### src/rtl/gpx_pkg.sv
// Constants and types shared by the port expander design
package gpx_pkg;

  // ****************************************
  // Register pointer values
  // ****************************************
  localparam logic [7:0] PTR_INPUT   = 8'h00;
  localparam logic [7:0] PTR_OUTPUT  = 8'h01;
  localparam logic [7:0] PTR_POLAR   = 8'h02;
  localparam logic [7:0] PTR_CONFIG  = 8'h03;
  localparam logic [7:0] PTR_TIMEOUT = 8'h04;

  // ****************************************
  // Reset values and fields
  // ****************************************
  localparam logic [7:0] OUTPUT_RST   = 8'h00;
  localparam logic [7:0] POLAR_RST    = 8'hF0;
  localparam logic [7:0] CONFIG_RST   = 8'hFF;
  localparam logic [7:0] TIMEOUT_RST  = 8'h01;
  localparam logic [7:0] UNMAPPED_RD  = 8'h00;
  localparam int         TMO_EN_BIT   = 0;
  localparam int         OD_PIN       = 0;
  localparam int         NPINS        = 8;
  localparam logic [3:0] BYTE_BITS    = 4'h8;
  localparam logic [3:0] LAST_TX_BIT  = 4'h7;

  // ****************************************
  // Slave address upper nibble per strap group
  // ****************************************
  localparam logic [3:0] HI_RAILS     = 4'h3;
  localparam logic [3:0] HI_AD1_BUS   = 4'h1;
  localparam logic [3:0] HI_AD0_BUS   = 4'h2;
  localparam logic [3:0] HI_ALL_BUS   = 4'h4;
  localparam logic [3:0] HI_AD21_BUS  = 4'h5;
  localparam logic [3:0] HI_AD20_BUS  = 4'h6;
  localparam logic [3:0] HI_AD2_BUS   = 4'h7;

  // ****************************************
  // Timing
  // ****************************************
  localparam int CLK_PERIOD_NS  = 10;
  localparam int SPIKE_NS       = 50;
  localparam int SPIKE_CYC      = (SPIKE_NS + CLK_PERIOD_NS - 1) / CLK_PERIOD_NS;
  localparam int TIMEOUT_MIN_MS = 30;
  localparam int TIMEOUT_MAX_MS = 60;
  localparam int TIMEOUT_CYC    = (TIMEOUT_MIN_MS * 1000000) / CLK_PERIOD_NS;

  // ****************************************
  // Serial engine states
  // ****************************************
  typedef enum logic [3:0] {
    ST_IDLE,
    ST_ADDR,
    ST_ADDR_ACK,
    ST_PTR,
    ST_PTR_ACK,
    ST_WDATA,
    ST_WDATA_ACK,
    ST_RDATA,
    ST_RDATA_ACK
  } state_t;

endpackage : gpx_pkg

### src/rtl/pin_filt_if.sv
// Carrier for filtered pin levels between the filter and the core
`timescale 1ns/1ps
interface pin_filt_if #(parameter int W = 5);
  logic [W-1:0] level;
  modport drv (output level);
  modport use_side (input level);
endinterface : pin_filt_if

### src/rtl/pin_filter.sv
// Two-flop synchroniser and spike filter per pin
`timescale 1ns/1ps
module pin_filter #(
  parameter int W    = 5,
  parameter int FILT = gpx_pkg::SPIKE_CYC
) (
  input  wire logic         i_clk,
  input  wire logic         i_rst_n,
  input  wire logic [W-1:0] i_raw,
  pin_filt_if.drv           filt
);
  import gpx_pkg::*;

  localparam int CW = (FILT < 2) ? 1 : $clog2(FILT + 1);

  if (FILT < 1)
  begin : g_chk
    $error("pin_filter: FILT must be at least 1");
  end

  logic [W-1:0] meta_r;
  logic [W-1:0] sync_r;
  logic [W-1:0] level_r;

  // ****************************************
  // Synchroniser
  // ****************************************
  always_ff @(posedge i_clk or negedge i_rst_n)
  begin
    if (!i_rst_n)
    begin
      meta_r <= '1;
      sync_r <= '1;
    end
    else
    begin
      meta_r <= i_raw;
      sync_r <= meta_r;
    end
  end

  // ****************************************
  // Spike filter per bit
  // ****************************************
  for (genvar g = 0; g < W; g++)
  begin : g_bit
    logic [CW-1:0] cnt_r;
    always_ff @(posedge i_clk or negedge i_rst_n)
    begin
      if (!i_rst_n)
      begin
        cnt_r      <= '0;
        level_r[g] <= 1'b1;
      end
      else if (sync_r[g] == level_r[g])
        cnt_r <= '0;
      else if (cnt_r == CW'(FILT - 1))
      begin
        cnt_r      <= '0;
        level_r[g] <= sync_r[g];
      end
      else
        cnt_r <= cnt_r + 1'b1;
    end
  end

  assign filt.level = level_r;

endmodule : pin_filter

### src/rtl/i2c_eight_bit_port_expander.sv
// Eight-bit two-wire port expander core
//
// Function
// - Reset low forces all pins to inputs
// - All pins start as inputs
// - Each pin direction is programmable
// - Set polarity bit inverts returned input of a pin configured as input
// - Timeout enabled at reset, changed only by bus write; O_TIMEOUT_ENABLE_BIT reads 0 until the first clock after reset
// - Long low line resets serial engine
// - Spikes under 50 ns are ignored
// - Address from three four-state strap pins
// - Start, address, pointer, data, stop
// - Idle bus leaves both lines high
// - SDA fall, SCL high starts transaction
// - SDA rise, SCL high ends transaction
// - One bit per pulse, change on low
// - Pin zero is open drain
// - Timeout releases SDA, awaits new start
// - Receiver acknowledges on ninth pulse
// - Bit after address selects direction
// - First data byte is register pointer
`timescale 1ns/1ps
module i2c_eight_bit_port_expander
  import gpx_pkg::*;
#(
  parameter int TIMEOUT_CYCLES = gpx_pkg::TIMEOUT_CYC,
  parameter int SPIKE_CYCLES   = gpx_pkg::SPIKE_CYC
) (
  input  wire logic       I_CLK,
  input  wire logic       I_RST_N,
  input  wire logic       I_SCL,
  input  wire logic       I_SDA,
  output logic            O_SDA,
  output logic            O_SDA_OE,
  input  wire logic       I_ADDR_SELECT_PIN_0,
  input  wire logic       I_ADDR_SELECT_PIN_1,
  input  wire logic       I_ADDR_SELECT_PIN_2,
  input  wire logic       I_OPEN_DRAIN_PORT_PIN,
  output logic            O_OPEN_DRAIN_PORT_PIN,
  output logic            O_OPEN_DRAIN_PORT_PIN_OE,
  input  wire logic [6:0] I_PUSH_PULL_PORT_PINS,
  output logic      [6:0] O_PUSH_PULL_PORT_PINS,
  output logic      [6:0] O_PUSH_PULL_PORT_PINS_OE,
  output logic            O_TIMEOUT_ENABLE_BIT
);
  import gpx_pkg::*;

  localparam int TW = $clog2(TIMEOUT_CYCLES + 1);

  if (TIMEOUT_CYCLES < 1 || SPIKE_CYCLES < 1)
  begin : g_chk
    $error("i2c_eight_bit_port_expander: counts must be at least 1");
  end

  // ****************************************
  // Line filtering
  // ****************************************
  pin_filt_if #(.W(5)) lines ();

  pin_filter #(
    .W    (5),
    .FILT (SPIKE_CYCLES)
  ) u_filt (
    .i_clk   (I_CLK),
    .i_rst_n (I_RST_N),
    .i_raw   ({I_ADDR_SELECT_PIN_2, I_ADDR_SELECT_PIN_1, I_ADDR_SELECT_PIN_0, I_SDA, I_SCL}),
    .filt    (lines)
  );

  logic       scl;
  logic       sda;
  logic [2:0] ad;
  assign scl = lines.level[0];
  assign sda = lines.level[1];
  assign ad  = lines.level[4:2];

  logic       scl_d_r;
  logic       sda_d_r;
  logic [2:0] ad_d_r;
  logic       scl_rise;
  logic       scl_fall;
  logic       start_ev;
  logic       stop_ev;

  always_ff @(posedge I_CLK or negedge I_RST_N)
  begin
    if (!I_RST_N)
    begin
      scl_d_r <= 1'b1;
      sda_d_r <= 1'b1;
      ad_d_r  <= '0;
    end
    else
    begin
      scl_d_r <= scl;
      sda_d_r <= sda;
      ad_d_r  <= ad;
    end
  end

  assign scl_rise = scl & ~scl_d_r;
  assign scl_fall = ~scl & scl_d_r;
  assign start_ev = scl & scl_d_r & sda_d_r & ~sda;
  assign stop_ev  = scl & scl_d_r & ~sda_d_r & sda;

  // ****************************************
  // Port pin input synchroniser
  // ****************************************
  logic [NPINS-1:0] pin_meta_r;
  logic [NPINS-1:0] pin_sync_r;

  always_ff @(posedge I_CLK or negedge I_RST_N)
  begin
    if (!I_RST_N)
    begin
      pin_meta_r <= '0;
      pin_sync_r <= '0;
    end
    else
    begin
      pin_meta_r <= {I_PUSH_PULL_PORT_PINS, I_OPEN_DRAIN_PORT_PIN};
      pin_sync_r <= pin_meta_r;
    end
  end

  // ****************************************
  // Strap sensing
  // ****************************************
  logic [2:0] strap_a_r;
  logic [2:0] strap_b_r;
  logic [2:0] strap_c_r;
  logic       first_fall_r;
  logic [2:0] on_bus;
  logic [2:0] low_bits;
  logic [3:0] hi_nib;
  logic       addr_valid;

  always_ff @(posedge I_CLK or negedge I_RST_N)
  begin
    if (!I_RST_N)
    begin
      strap_a_r    <= '0;
      strap_b_r    <= '0;
      strap_c_r    <= '0;
      first_fall_r <= 1'b0;
    end
    else if (start_ev)
    begin
      strap_a_r    <= ad_d_r;
      strap_b_r    <= ad;
      first_fall_r <= 1'b1;
    end
    else if (first_fall_r && scl_fall)
    begin
      strap_c_r    <= ad;
      first_fall_r <= 1'b0;
    end
  end

  // Ground 000, supply 111, clock line 110, data line 100
  assign on_bus   = strap_a_r & ~strap_c_r;
  assign low_bits = strap_c_r | (on_bus & ~strap_b_r);

  always_comb
  begin
    addr_valid = 1'b1;
    case (on_bus)
      3'h0:    hi_nib = HI_RAILS;
      3'h2:    hi_nib = HI_AD1_BUS;
      3'h1:    hi_nib = HI_AD0_BUS;
      3'h7:    hi_nib = HI_ALL_BUS;
      3'h6:    hi_nib = HI_AD21_BUS;
      3'h5:    hi_nib = HI_AD20_BUS;
      3'h4:    hi_nib = HI_AD2_BUS;
      default:
      begin
        hi_nib     = HI_RAILS;
        addr_valid = 1'b0;
      end
    endcase
  end

  // ****************************************
  // Register file
  // ****************************************
  logic [7:0] out_r;
  logic [7:0] pol_r;
  logic [7:0] cfg_r;
  logic [7:0] tmo_r;
  logic [7:0] ptr_r;
  logic       wr_en;
  logic [7:0] rd_data;
  logic [7:0] shift_r;

  always_ff @(posedge I_CLK or negedge I_RST_N)
  begin
    if (!I_RST_N)
    begin
      out_r <= OUTPUT_RST;
      pol_r <= POLAR_RST;
      cfg_r <= CONFIG_RST;
      tmo_r <= TIMEOUT_RST;
    end
    else if (wr_en)
    begin
      case (ptr_r)
        PTR_OUTPUT:  out_r <= shift_r;
        PTR_POLAR:   pol_r <= shift_r;
        PTR_CONFIG:  cfg_r <= shift_r;
        PTR_TIMEOUT: tmo_r <= shift_r;
        default:     ;
      endcase
    end
  end

  always_comb
  begin
    case (ptr_r)
      PTR_INPUT:   rd_data = pin_sync_r ^ (pol_r & cfg_r);
      PTR_OUTPUT:  rd_data = out_r;
      PTR_POLAR:   rd_data = pol_r;
      PTR_CONFIG:  rd_data = cfg_r;
      PTR_TIMEOUT: rd_data = tmo_r;
      default:     rd_data = UNMAPPED_RD;
    endcase
  end

  // ****************************************
  // Bus timeout
  // ****************************************
  state_t        state_r;
  logic [TW-1:0] tmo_cnt_r;
  logic          tmo_trip;

  always_ff @(posedge I_CLK or negedge I_RST_N)
  begin
    if (!I_RST_N)
      tmo_cnt_r <= '0;
    else if (!tmo_r[TMO_EN_BIT] || state_r == ST_IDLE || (scl && sda) || tmo_trip)
      tmo_cnt_r <= '0;
    else
      tmo_cnt_r <= tmo_cnt_r + 1'b1;
  end

  assign tmo_trip = (tmo_cnt_r == TW'(TIMEOUT_CYCLES));

  // ****************************************
  // Serial engine
  // ****************************************
  logic [3:0] bit_cnt_r;
  logic       rw_r;
  logic       sda_oe_r;

  assign wr_en = (state_r == ST_WDATA) && scl_fall && (bit_cnt_r == BYTE_BITS);

  always_ff @(posedge I_CLK or negedge I_RST_N)
  begin
    if (!I_RST_N)
    begin
      state_r   <= ST_IDLE;
      bit_cnt_r <= '0;
      shift_r   <= '0;
      ptr_r     <= PTR_INPUT;
      rw_r      <= 1'b0;
      sda_oe_r  <= 1'b0;
    end
    else if (tmo_trip)
    begin
      state_r  <= ST_IDLE;
      sda_oe_r <= 1'b0;
    end
    else if (start_ev)
    begin
      state_r   <= ST_ADDR;
      bit_cnt_r <= '0;
      sda_oe_r  <= 1'b0;
    end
    else if (stop_ev)
    begin
      state_r  <= ST_IDLE;
      sda_oe_r <= 1'b0;
    end
    else
    begin
      case (state_r)
        ST_IDLE:
          sda_oe_r <= 1'b0;
        ST_ADDR, ST_PTR, ST_WDATA:
        begin
          if (scl_rise && bit_cnt_r != BYTE_BITS)
          begin
            shift_r   <= {shift_r[6:0], sda};
            bit_cnt_r <= bit_cnt_r + 1'b1;
          end
          else if (scl_fall && bit_cnt_r == BYTE_BITS)
          begin
            bit_cnt_r <= '0;
            if (state_r == ST_ADDR)
            begin
              if (addr_valid && shift_r[7:1] == {hi_nib, low_bits})
              begin
                rw_r     <= shift_r[0];
                sda_oe_r <= 1'b1;
                state_r  <= ST_ADDR_ACK;
              end
              else
                state_r <= ST_IDLE;
            end
            else if (state_r == ST_PTR)
            begin
              ptr_r    <= shift_r;
              sda_oe_r <= 1'b1;
              state_r  <= ST_PTR_ACK;
            end
            else
            begin
              sda_oe_r <= 1'b1;
              state_r  <= ST_WDATA_ACK;
            end
          end
        end
        ST_ADDR_ACK, ST_PTR_ACK, ST_WDATA_ACK:
        begin
          if (scl_fall)
          begin
            bit_cnt_r <= '0;
            if (state_r == ST_ADDR_ACK && rw_r)
            begin
              shift_r  <= {rd_data[6:0], 1'b0};
              sda_oe_r <= ~rd_data[7];
              state_r  <= ST_RDATA;
            end
            else
            begin
              sda_oe_r <= 1'b0;
              state_r  <= (state_r == ST_ADDR_ACK) ? ST_PTR : ST_WDATA;
            end
          end
        end
        ST_RDATA:
        begin
          if (scl_fall)
          begin
            if (bit_cnt_r == LAST_TX_BIT)
            begin
              sda_oe_r <= 1'b0;
              state_r  <= ST_RDATA_ACK;
            end
            else
            begin
              sda_oe_r  <= ~shift_r[7];
              shift_r   <= {shift_r[6:0], 1'b0};
              bit_cnt_r <= bit_cnt_r + 1'b1;
            end
          end
        end
        ST_RDATA_ACK:
        begin
          if (scl_rise)
            rw_r <= ~sda;
          else if (scl_fall)
          begin
            bit_cnt_r <= '0;
            if (rw_r)
            begin
              shift_r  <= {rd_data[6:0], 1'b0};
              sda_oe_r <= ~rd_data[7];
              state_r  <= ST_RDATA;
            end
            else
              state_r <= ST_IDLE;
          end
        end
        default:
        begin
          state_r  <= ST_IDLE;
          sda_oe_r <= 1'b0;
        end
      endcase
    end
  end

  // ****************************************
  // Pin drivers
  // ****************************************
  logic [NPINS-1:0] pin_o_r;
  logic [NPINS-1:0] pin_oe_r;

  for (genvar p = 0; p < NPINS; p++)
  begin : g_pin
    always_ff @(posedge I_CLK or negedge I_RST_N)
    begin
      if (!I_RST_N)
      begin
        pin_o_r[p]  <= 1'b0;
        pin_oe_r[p] <= 1'b0;
      end
      else if (p == OD_PIN)
      begin
        pin_o_r[p]  <= 1'b0;
        pin_oe_r[p] <= ~cfg_r[p] & ~out_r[p];
      end
      else
      begin
        pin_o_r[p]  <= out_r[p];
        pin_oe_r[p] <= ~cfg_r[p];
      end
    end
  end

  logic tmo_en_r;

  always_ff @(posedge I_CLK or negedge I_RST_N)
  begin
    if (!I_RST_N)
      tmo_en_r <= 1'b0;
    else
      tmo_en_r <= tmo_r[TMO_EN_BIT];
  end

  logic sda_o_r;

  always_ff @(posedge I_CLK or negedge I_RST_N)
  begin
    if (!I_RST_N)
      sda_o_r <= 1'b0;
    else
      sda_o_r <= 1'b0;
  end

  assign O_SDA                    = sda_o_r;
  assign O_SDA_OE                 = sda_oe_r;
  assign O_OPEN_DRAIN_PORT_PIN    = pin_o_r[OD_PIN];
  assign O_OPEN_DRAIN_PORT_PIN_OE = pin_oe_r[OD_PIN];
  assign O_PUSH_PULL_PORT_PINS    = pin_o_r[NPINS-1:1];
  assign O_PUSH_PULL_PORT_PINS_OE = pin_oe_r[NPINS-1:1];
  assign O_TIMEOUT_ENABLE_BIT     = tmo_en_r;

endmodule : i2c_eight_bit_port_expander

### config.mk
export PLATFORM = sky130hd
export DESIGN_NAME = i2c_eight_bit_port_expander
export DESIGN_NICKNAME = d
export VERILOG_FILES = /design/src/rtl/gpx_pkg.sv /design/src/rtl/pin_filt_if.sv /design/src/rtl/pin_filter.sv /design/src/rtl/i2c_eight_bit_port_expander.sv
export SDC_FILE = /design/constraint.sdc
export NUM_CORES = 1
export LEC_CHECK = 0
export BUFFER_PORTS_ARGS = -buffer_cell sky130_fd_sc_hd__buf_2
export CORE_ASPECT_RATIO = 2
export CORE_MARGIN = 8
export CORE_UTILIZATION = 61
export DETAILED_ROUTE_END_ITERATION = 16
export PLACE_DENSITY = 0.79
export SLEW_MARGIN = 20
export SYNTH_ARGS = -nofsm -noshare
export SYNTH_HDL_FRONTEND = slang
export SYNTH_HIERARCHICAL = 1
export SYNTH_SLANG_ARGS = --single-unit
### constraint.sdc
create_clock -name I_CLK -period 3.7 [get_ports I_CLK]
set_input_delay 0.185 -clock I_CLK [delete_from_list [all_inputs] [get_ports I_CLK]]
set_output_delay 0.185 -clock I_CLK [all_outputs]
set_load 0.1 [all_outputs]
# Word-level counts from Yosys, hierarchy flattened
# Index checks and enable logic that the tools add are counted.
[op_classes] n_addsub=7 eq_ne=61 muxes=72 n_bitwise=40 reduce_logical=38
[ops] cell="$mux 4" n=19
[ops] cell="$mux 8" n=8
[ops] cell="$ne 5x5->1 const B" n=8
[ops] cell="$pmux 8 s5" n=1
[ops] cell="$mux 3" n=13
[ops] cell="$pmux 8 s4" n=1
[ops] cell="$ne 2x2->1 const B" n=14
[ops] cell="$eq 3x3->1 const B" n=9
[ops] cell="$not 1->1" n=25
[ops] cell="$reduce_and 8->1" n=3
[ops] cell="$add 22x1->22 const B" n=1
[ops] cell="$eq 22x22->1 const B" n=1
[ops] cell="$mux 1" n=22
[ops] cell="$mux 22" n=1
[ops] cell="$eq 4x3->1 const B" n=5
[ops] cell="$pmux 4 s5" n=1
[ops] cell="$reduce_and 2->1" n=10
[ops] cell="$pmux 3 s6" n=1
[ops] cell="$eq 8x2->1 const B" n=2
[ops] cell="$pmux 4 s4" n=1
[ops] cell="$add 3x1->3 const B" n=5
[ops] cell="$ne 4x4->1 const B" n=3
[ops] cell="$reduce_and 12->1" n=1
[ops] cell="$ne 3x3->1 const B" n=3
[ops] cell="33 further kinds" n=60
[totals] register_bits=157 in_bits=15 word_cells=266

# Logic depth before layout (Yosys ltp)
[logic_depth] word_depth=14 depth_mapped=9 depth_no_buf=8

# Modules after synthesis
# The synthesis kept the hierarchy.
[modules_own_cells] mod="i2c_eight_bit_port_expander" n_inst=1 cells_each=531 area_each_um2=5875.6 seq_area_each_um2=3196.8
[modules_own_cells] mod="pin_filter" n_inst=1 cells_each=90 area_each_um2=1222.4 seq_area_each_um2=769.5

# Least setup slack after synthesis
# OpenSTA, ideal clock, no wires.
[synth_timing] kind="register -> register" start="register tmo_cnt_r[0]" end="register shift_r[0]" setup_ns=0.125 arrival_ns=2.710 required_time_ns=3.575 setup_slack_ns=0.865 stages_incl_launch_ff=10 n_path_buf=1 synth_period_minus_slack_ns=2.835 cell_sequence="dfrtp_1 > inv_1 > ha_1 > or4bb_1 > or4_1 > or4_4 > nand3_4 > or3_1 > buf_6 > mux2_4"
[synth_between] elab_chain_len=3
[synth_lines] element="from (decl)" line_no="i2c_eight_bit_port_expander.sv:232" text="logic [TW-1:0] tmo_cnt_r;"
[synth_lines] element="from (signal assigned)" line_no="i2c_eight_bit_port_expander.sv:242" text="tmo_cnt_r <= tmo_cnt_r + 1'b1;"
[synth_lines] element="$eq 22x22->1" line_no="i2c_eight_bit_port_expander.sv:245" text="assign tmo_trip = (tmo_cnt_r == TW'(TIMEOUT_CYCLES));"
[synth_lines] element="$not 1->1 (no line)"
[synth_lines] element="$reduce_and 12->1 (no line)"
[synth_lines] element="to (signal assigned)" line_no="i2c_eight_bit_port_expander.sv:292" text="shift_r <= {shift_r[6:0], sda};"
[synth_lines] element="to (signal assigned)" line_no="i2c_eight_bit_port_expander.sv:329" text="shift_r <= {rd_data[6:0], 1'b0};"
[synth_lines] element="to (signal assigned)" line_no="i2c_eight_bit_port_expander.sv:352" text="shift_r <= {shift_r[6:0], 1'b0};"
[synth_lines] element="to (decl)" line_no="i2c_eight_bit_port_expander.sv:193" text="logic [7:0] shift_r;"
# Every way passes these cells.
# A chain may end at the register's enable or synchronous reset.

# Final worst setup path
[layout_timing] start="register tmo_cnt_r[0]" end="register shift_r[1]"
# The elaborated chain is that of the path after synthesis.

==> metrics.txt <==
Net Sw Power 1350 uW; sequential area share after synthesis 0.5588; YS warnings 6; required time of the critical path 4.00 ns; Synth Area per Inst 11.43 um^2; unrepaired setup endpoints after global routing false; largest family of logic cells by synthesized area simple AND/OR/NAND/NOR gates; R2R Setup Slk 0.53 ns; ranking of synthesized cells by instance count 127 x dfrtp_1, 68 x nand2_1, 47 x mux2_2, 47 x nor2_1, 34 x inv_1; simple logic cell fraction of the synthesized area 0.1541; max_cap viols 0; CTS Buf Count 17; Peak VDD IR 0.6384 mV; GRT Residual Overflow 0; initial antenna violation count 0; largest net degree at the start of global routing 87; CP arrival 3.46 ns; post-synthesis xor/xnor area fraction 0.04565; initial core utilization 0.6140; fraction of layout cells with a size suffix above 1 0.2398; vias post-DR 4782; Gate power share 0.169; unique cell type count in the Yosys netlist 64; Final WS setup 0.5317 ns; Final Setup Violations 0; DR iter-0 viols 309; chip height 168.6 um; worst skew pair latency 0.42 ns; clock slew seen by the registers of the worst setup and hold paths 0.06 ns; clk_skew 0.009974 ns; Routed WL 13730 um; Die W 92.28 um; achievable clock frequency 0.3156 GHz; pwr dens 572.9 nW/um^2; placed cell count 787; post-place setup slack 0.5183 ns; synth top area cells dfrtp_1 45%, dfstp_2 11%, mux2_2 7.5%; Crit Path Class flop to flop; Post-Syn Area 7098 um^2; vias in the first global route 4925; top-area cell type share of the netlist area 0.4477; first-pass GRT wire length 23540 um; Int Pwr 3309 uW; top-count cell post-synth dfrtp_1; Final Max Tran Viols 0; global-route usage over all layers 0.1873; mux contribution to synthesized area 0.1063; first drt pass iteration count 5; CTS root buf clkbuf_16; Post-DRT Antenna Nets 0; core footprint 11560 um^2; Final Util 0.7034; row cnt 56; #FFs+latches synth 157; # DRC 0; ys flop type dfrtp_1; Least-Margin Pin Slew 0.8591 ns; final hold vios 0; CTS Sinks 157; CP Capture Type flop; static leakage 0.003517 uW; max_slew headroom 0.4261; Non-Filler Instances 833; Synth Instances 621; post-synthesis adder-cell area fraction 0.02468; CTS tree done; Worst R2R Path Depth 8; Clk pwr share 0.368; Max FO, Critical Path 8; Area Overhead vs Synth 14.56%; Startpoint Class flop; number of flops mapped to enable cells by yosys 0; hold crit path type input pin to asynchronous set/reset pin; Flop pwr share 0.463; routed length per instance 16.49 um; Final #Nets 704; H-tree depth 4; post-route minimum period 3.168 ns; hold slack 0.3415 ns; switching part of the total 0.2897; Final HPWL DP 9007 um; clock buffer depth 2; setup_tns 0 ns; DIE AREA 15550 um^2; r2r endpoint shift_r[1]$_DFFE_PN0P_; largest area contributor in the synthesized netlist dfrtp_1; status completed; Vias per Instance 5.741; gpl congestion 0.8659; period utilisation layout 0.8563; FFs w/ async S/R, synth 1.000; FF-to-FF Start tmo_cnt_r[0]$_DFF_PN0_; Diodes inserted 0; compound-gate portion of the synthesized area 0.07686; port bufs 31; # IOs 34
kinds of logic after synthesis:
kind of cell | after synthesis
other | 1
buffers and inverters | 52
XOR/XNOR | 37
multiplexers | 66
AO/OA/AOI/OAI | 81
adder cells (fa/ha/maj) | 14
AND/OR/NAND/NOR | 213
flip-flops | 157
cell type report:
type,instances,area (um^2)
fill,809,3430
timing repair buffer,52,366.6
clock inverter,12,122.6
multi-input combinational,413,2900
sequential,157,3966
clock buffer,20,466.7
inverter,34,127.6
tap,145,181.4
placed cells by master (no fill, tap or decap), types with 7 or more instances in the layout:
cell             n
nand2_1         68
a21oi_1         14
mux2_4           7
nand3_1         11
mux2i_1         12
clkbuf_16       17
ha_1            14
buf_2           30
o21ai_0         25
dfrtp_1        127
dfstp_2         30
nor3_1          10
mux2_2          47
inv_1           34
nor2_1          47
xnor2_1         19
dlygate4sd3_1   14
nor2b_1         11
nand2b_1        12
xor2_1          18
or3_1            9
inv_6            7
routing by layer:
metal	wire, um	track usage	vias up
li1	-	-	2260
met1	5971	0.2262	2397
met2	6996	0.3157	105
met3	504	0.04126	20
met4	260	0.07345	0
met5	0	0	-
registers in the layout, indices dropped and copies added (netlist names), 5 cells and up:
name                      count
tmo_r                         8
O_PUSH_PULL_PORT_PINS         7
u_filt/sync_r                 5
tmo_cnt_r                    22
out_r                         8
u_filt/filt.level             5
O_PUSH_PULL_PORT_PINS_OE      7
pin_sync_r                    8
pol_r                         8
ptr_r                         8
u_filt/g_bit.cnt_r           15
u_filt/meta_r                 5
pin_meta_r                    8
cfg_r                         8
shift_r                       8
through the flow:
stage | area [um^2] | power (uW)
2_1_floorplan | 7102 | 2744
3_3_place_gp | 7402 | 2919
3_5_place_dp | 7402 | 2963
4_1_cts | 8132 | 4696
5_1_grt | 8132 | 4895
6_report | 8132 | 4659
critical path, cell delays in order (launching register included):
cell and delay (ns):
dfrtp_1 0.41, inv_1 0.07, ha_1 0.13, or4bb_1 0.38, or4_1 0.54, or4_4 0.60
nand3_4 0.13, or3_1 0.45, mux2_4 0.34
power groups by stage:
stage / Combinational [uW] / Sequential, uW / Clock [uW]
6_report: 786 / 2160 / 1710
5_1_grt: 890 / 2190 / 1820
4_1_cts: 795 / 2160 / 1740
3_5_place_dp: 778 / 2190 / 0
3_3_place_gp: 744 / 2170 / 0
2_1_floorplan: 601 / 2140 / 0
what timing repair did:
action	CTS	global route
endpoints found under the hold margin	67	0
hold buffers	14	0
setup buffers	0	0
gates resized for setup	0	0
worst max path at each step:
stage	startpoint	to	depth (start not counted)
floorplan	tmo_cnt_r[0]$_DFF_PN0_	shift_r[0]$_DFFE_PN0P_	9
global placement	tmo_cnt_r[0]$_DFF_PN0_	shift_r[2]$_DFFE_PN0P_	8
detailed placement	tmo_cnt_r[0]$_DFF_PN0_	shift_r[2]$_DFFE_PN0P_	8
CTS	tmo_cnt_r[0]$_DFF_PN0_	shift_r[1]$_DFFE_PN0P_	8
global route	tmo_cnt_r[0]$_DFF_PN0_	shift_r[1]$_DFFE_PN0P_	8
finish	tmo_cnt_r[0]$_DFF_PN0_	shift_r[1]$_DFFE_PN0P_	8
Power figures use the tool's default switching activity.
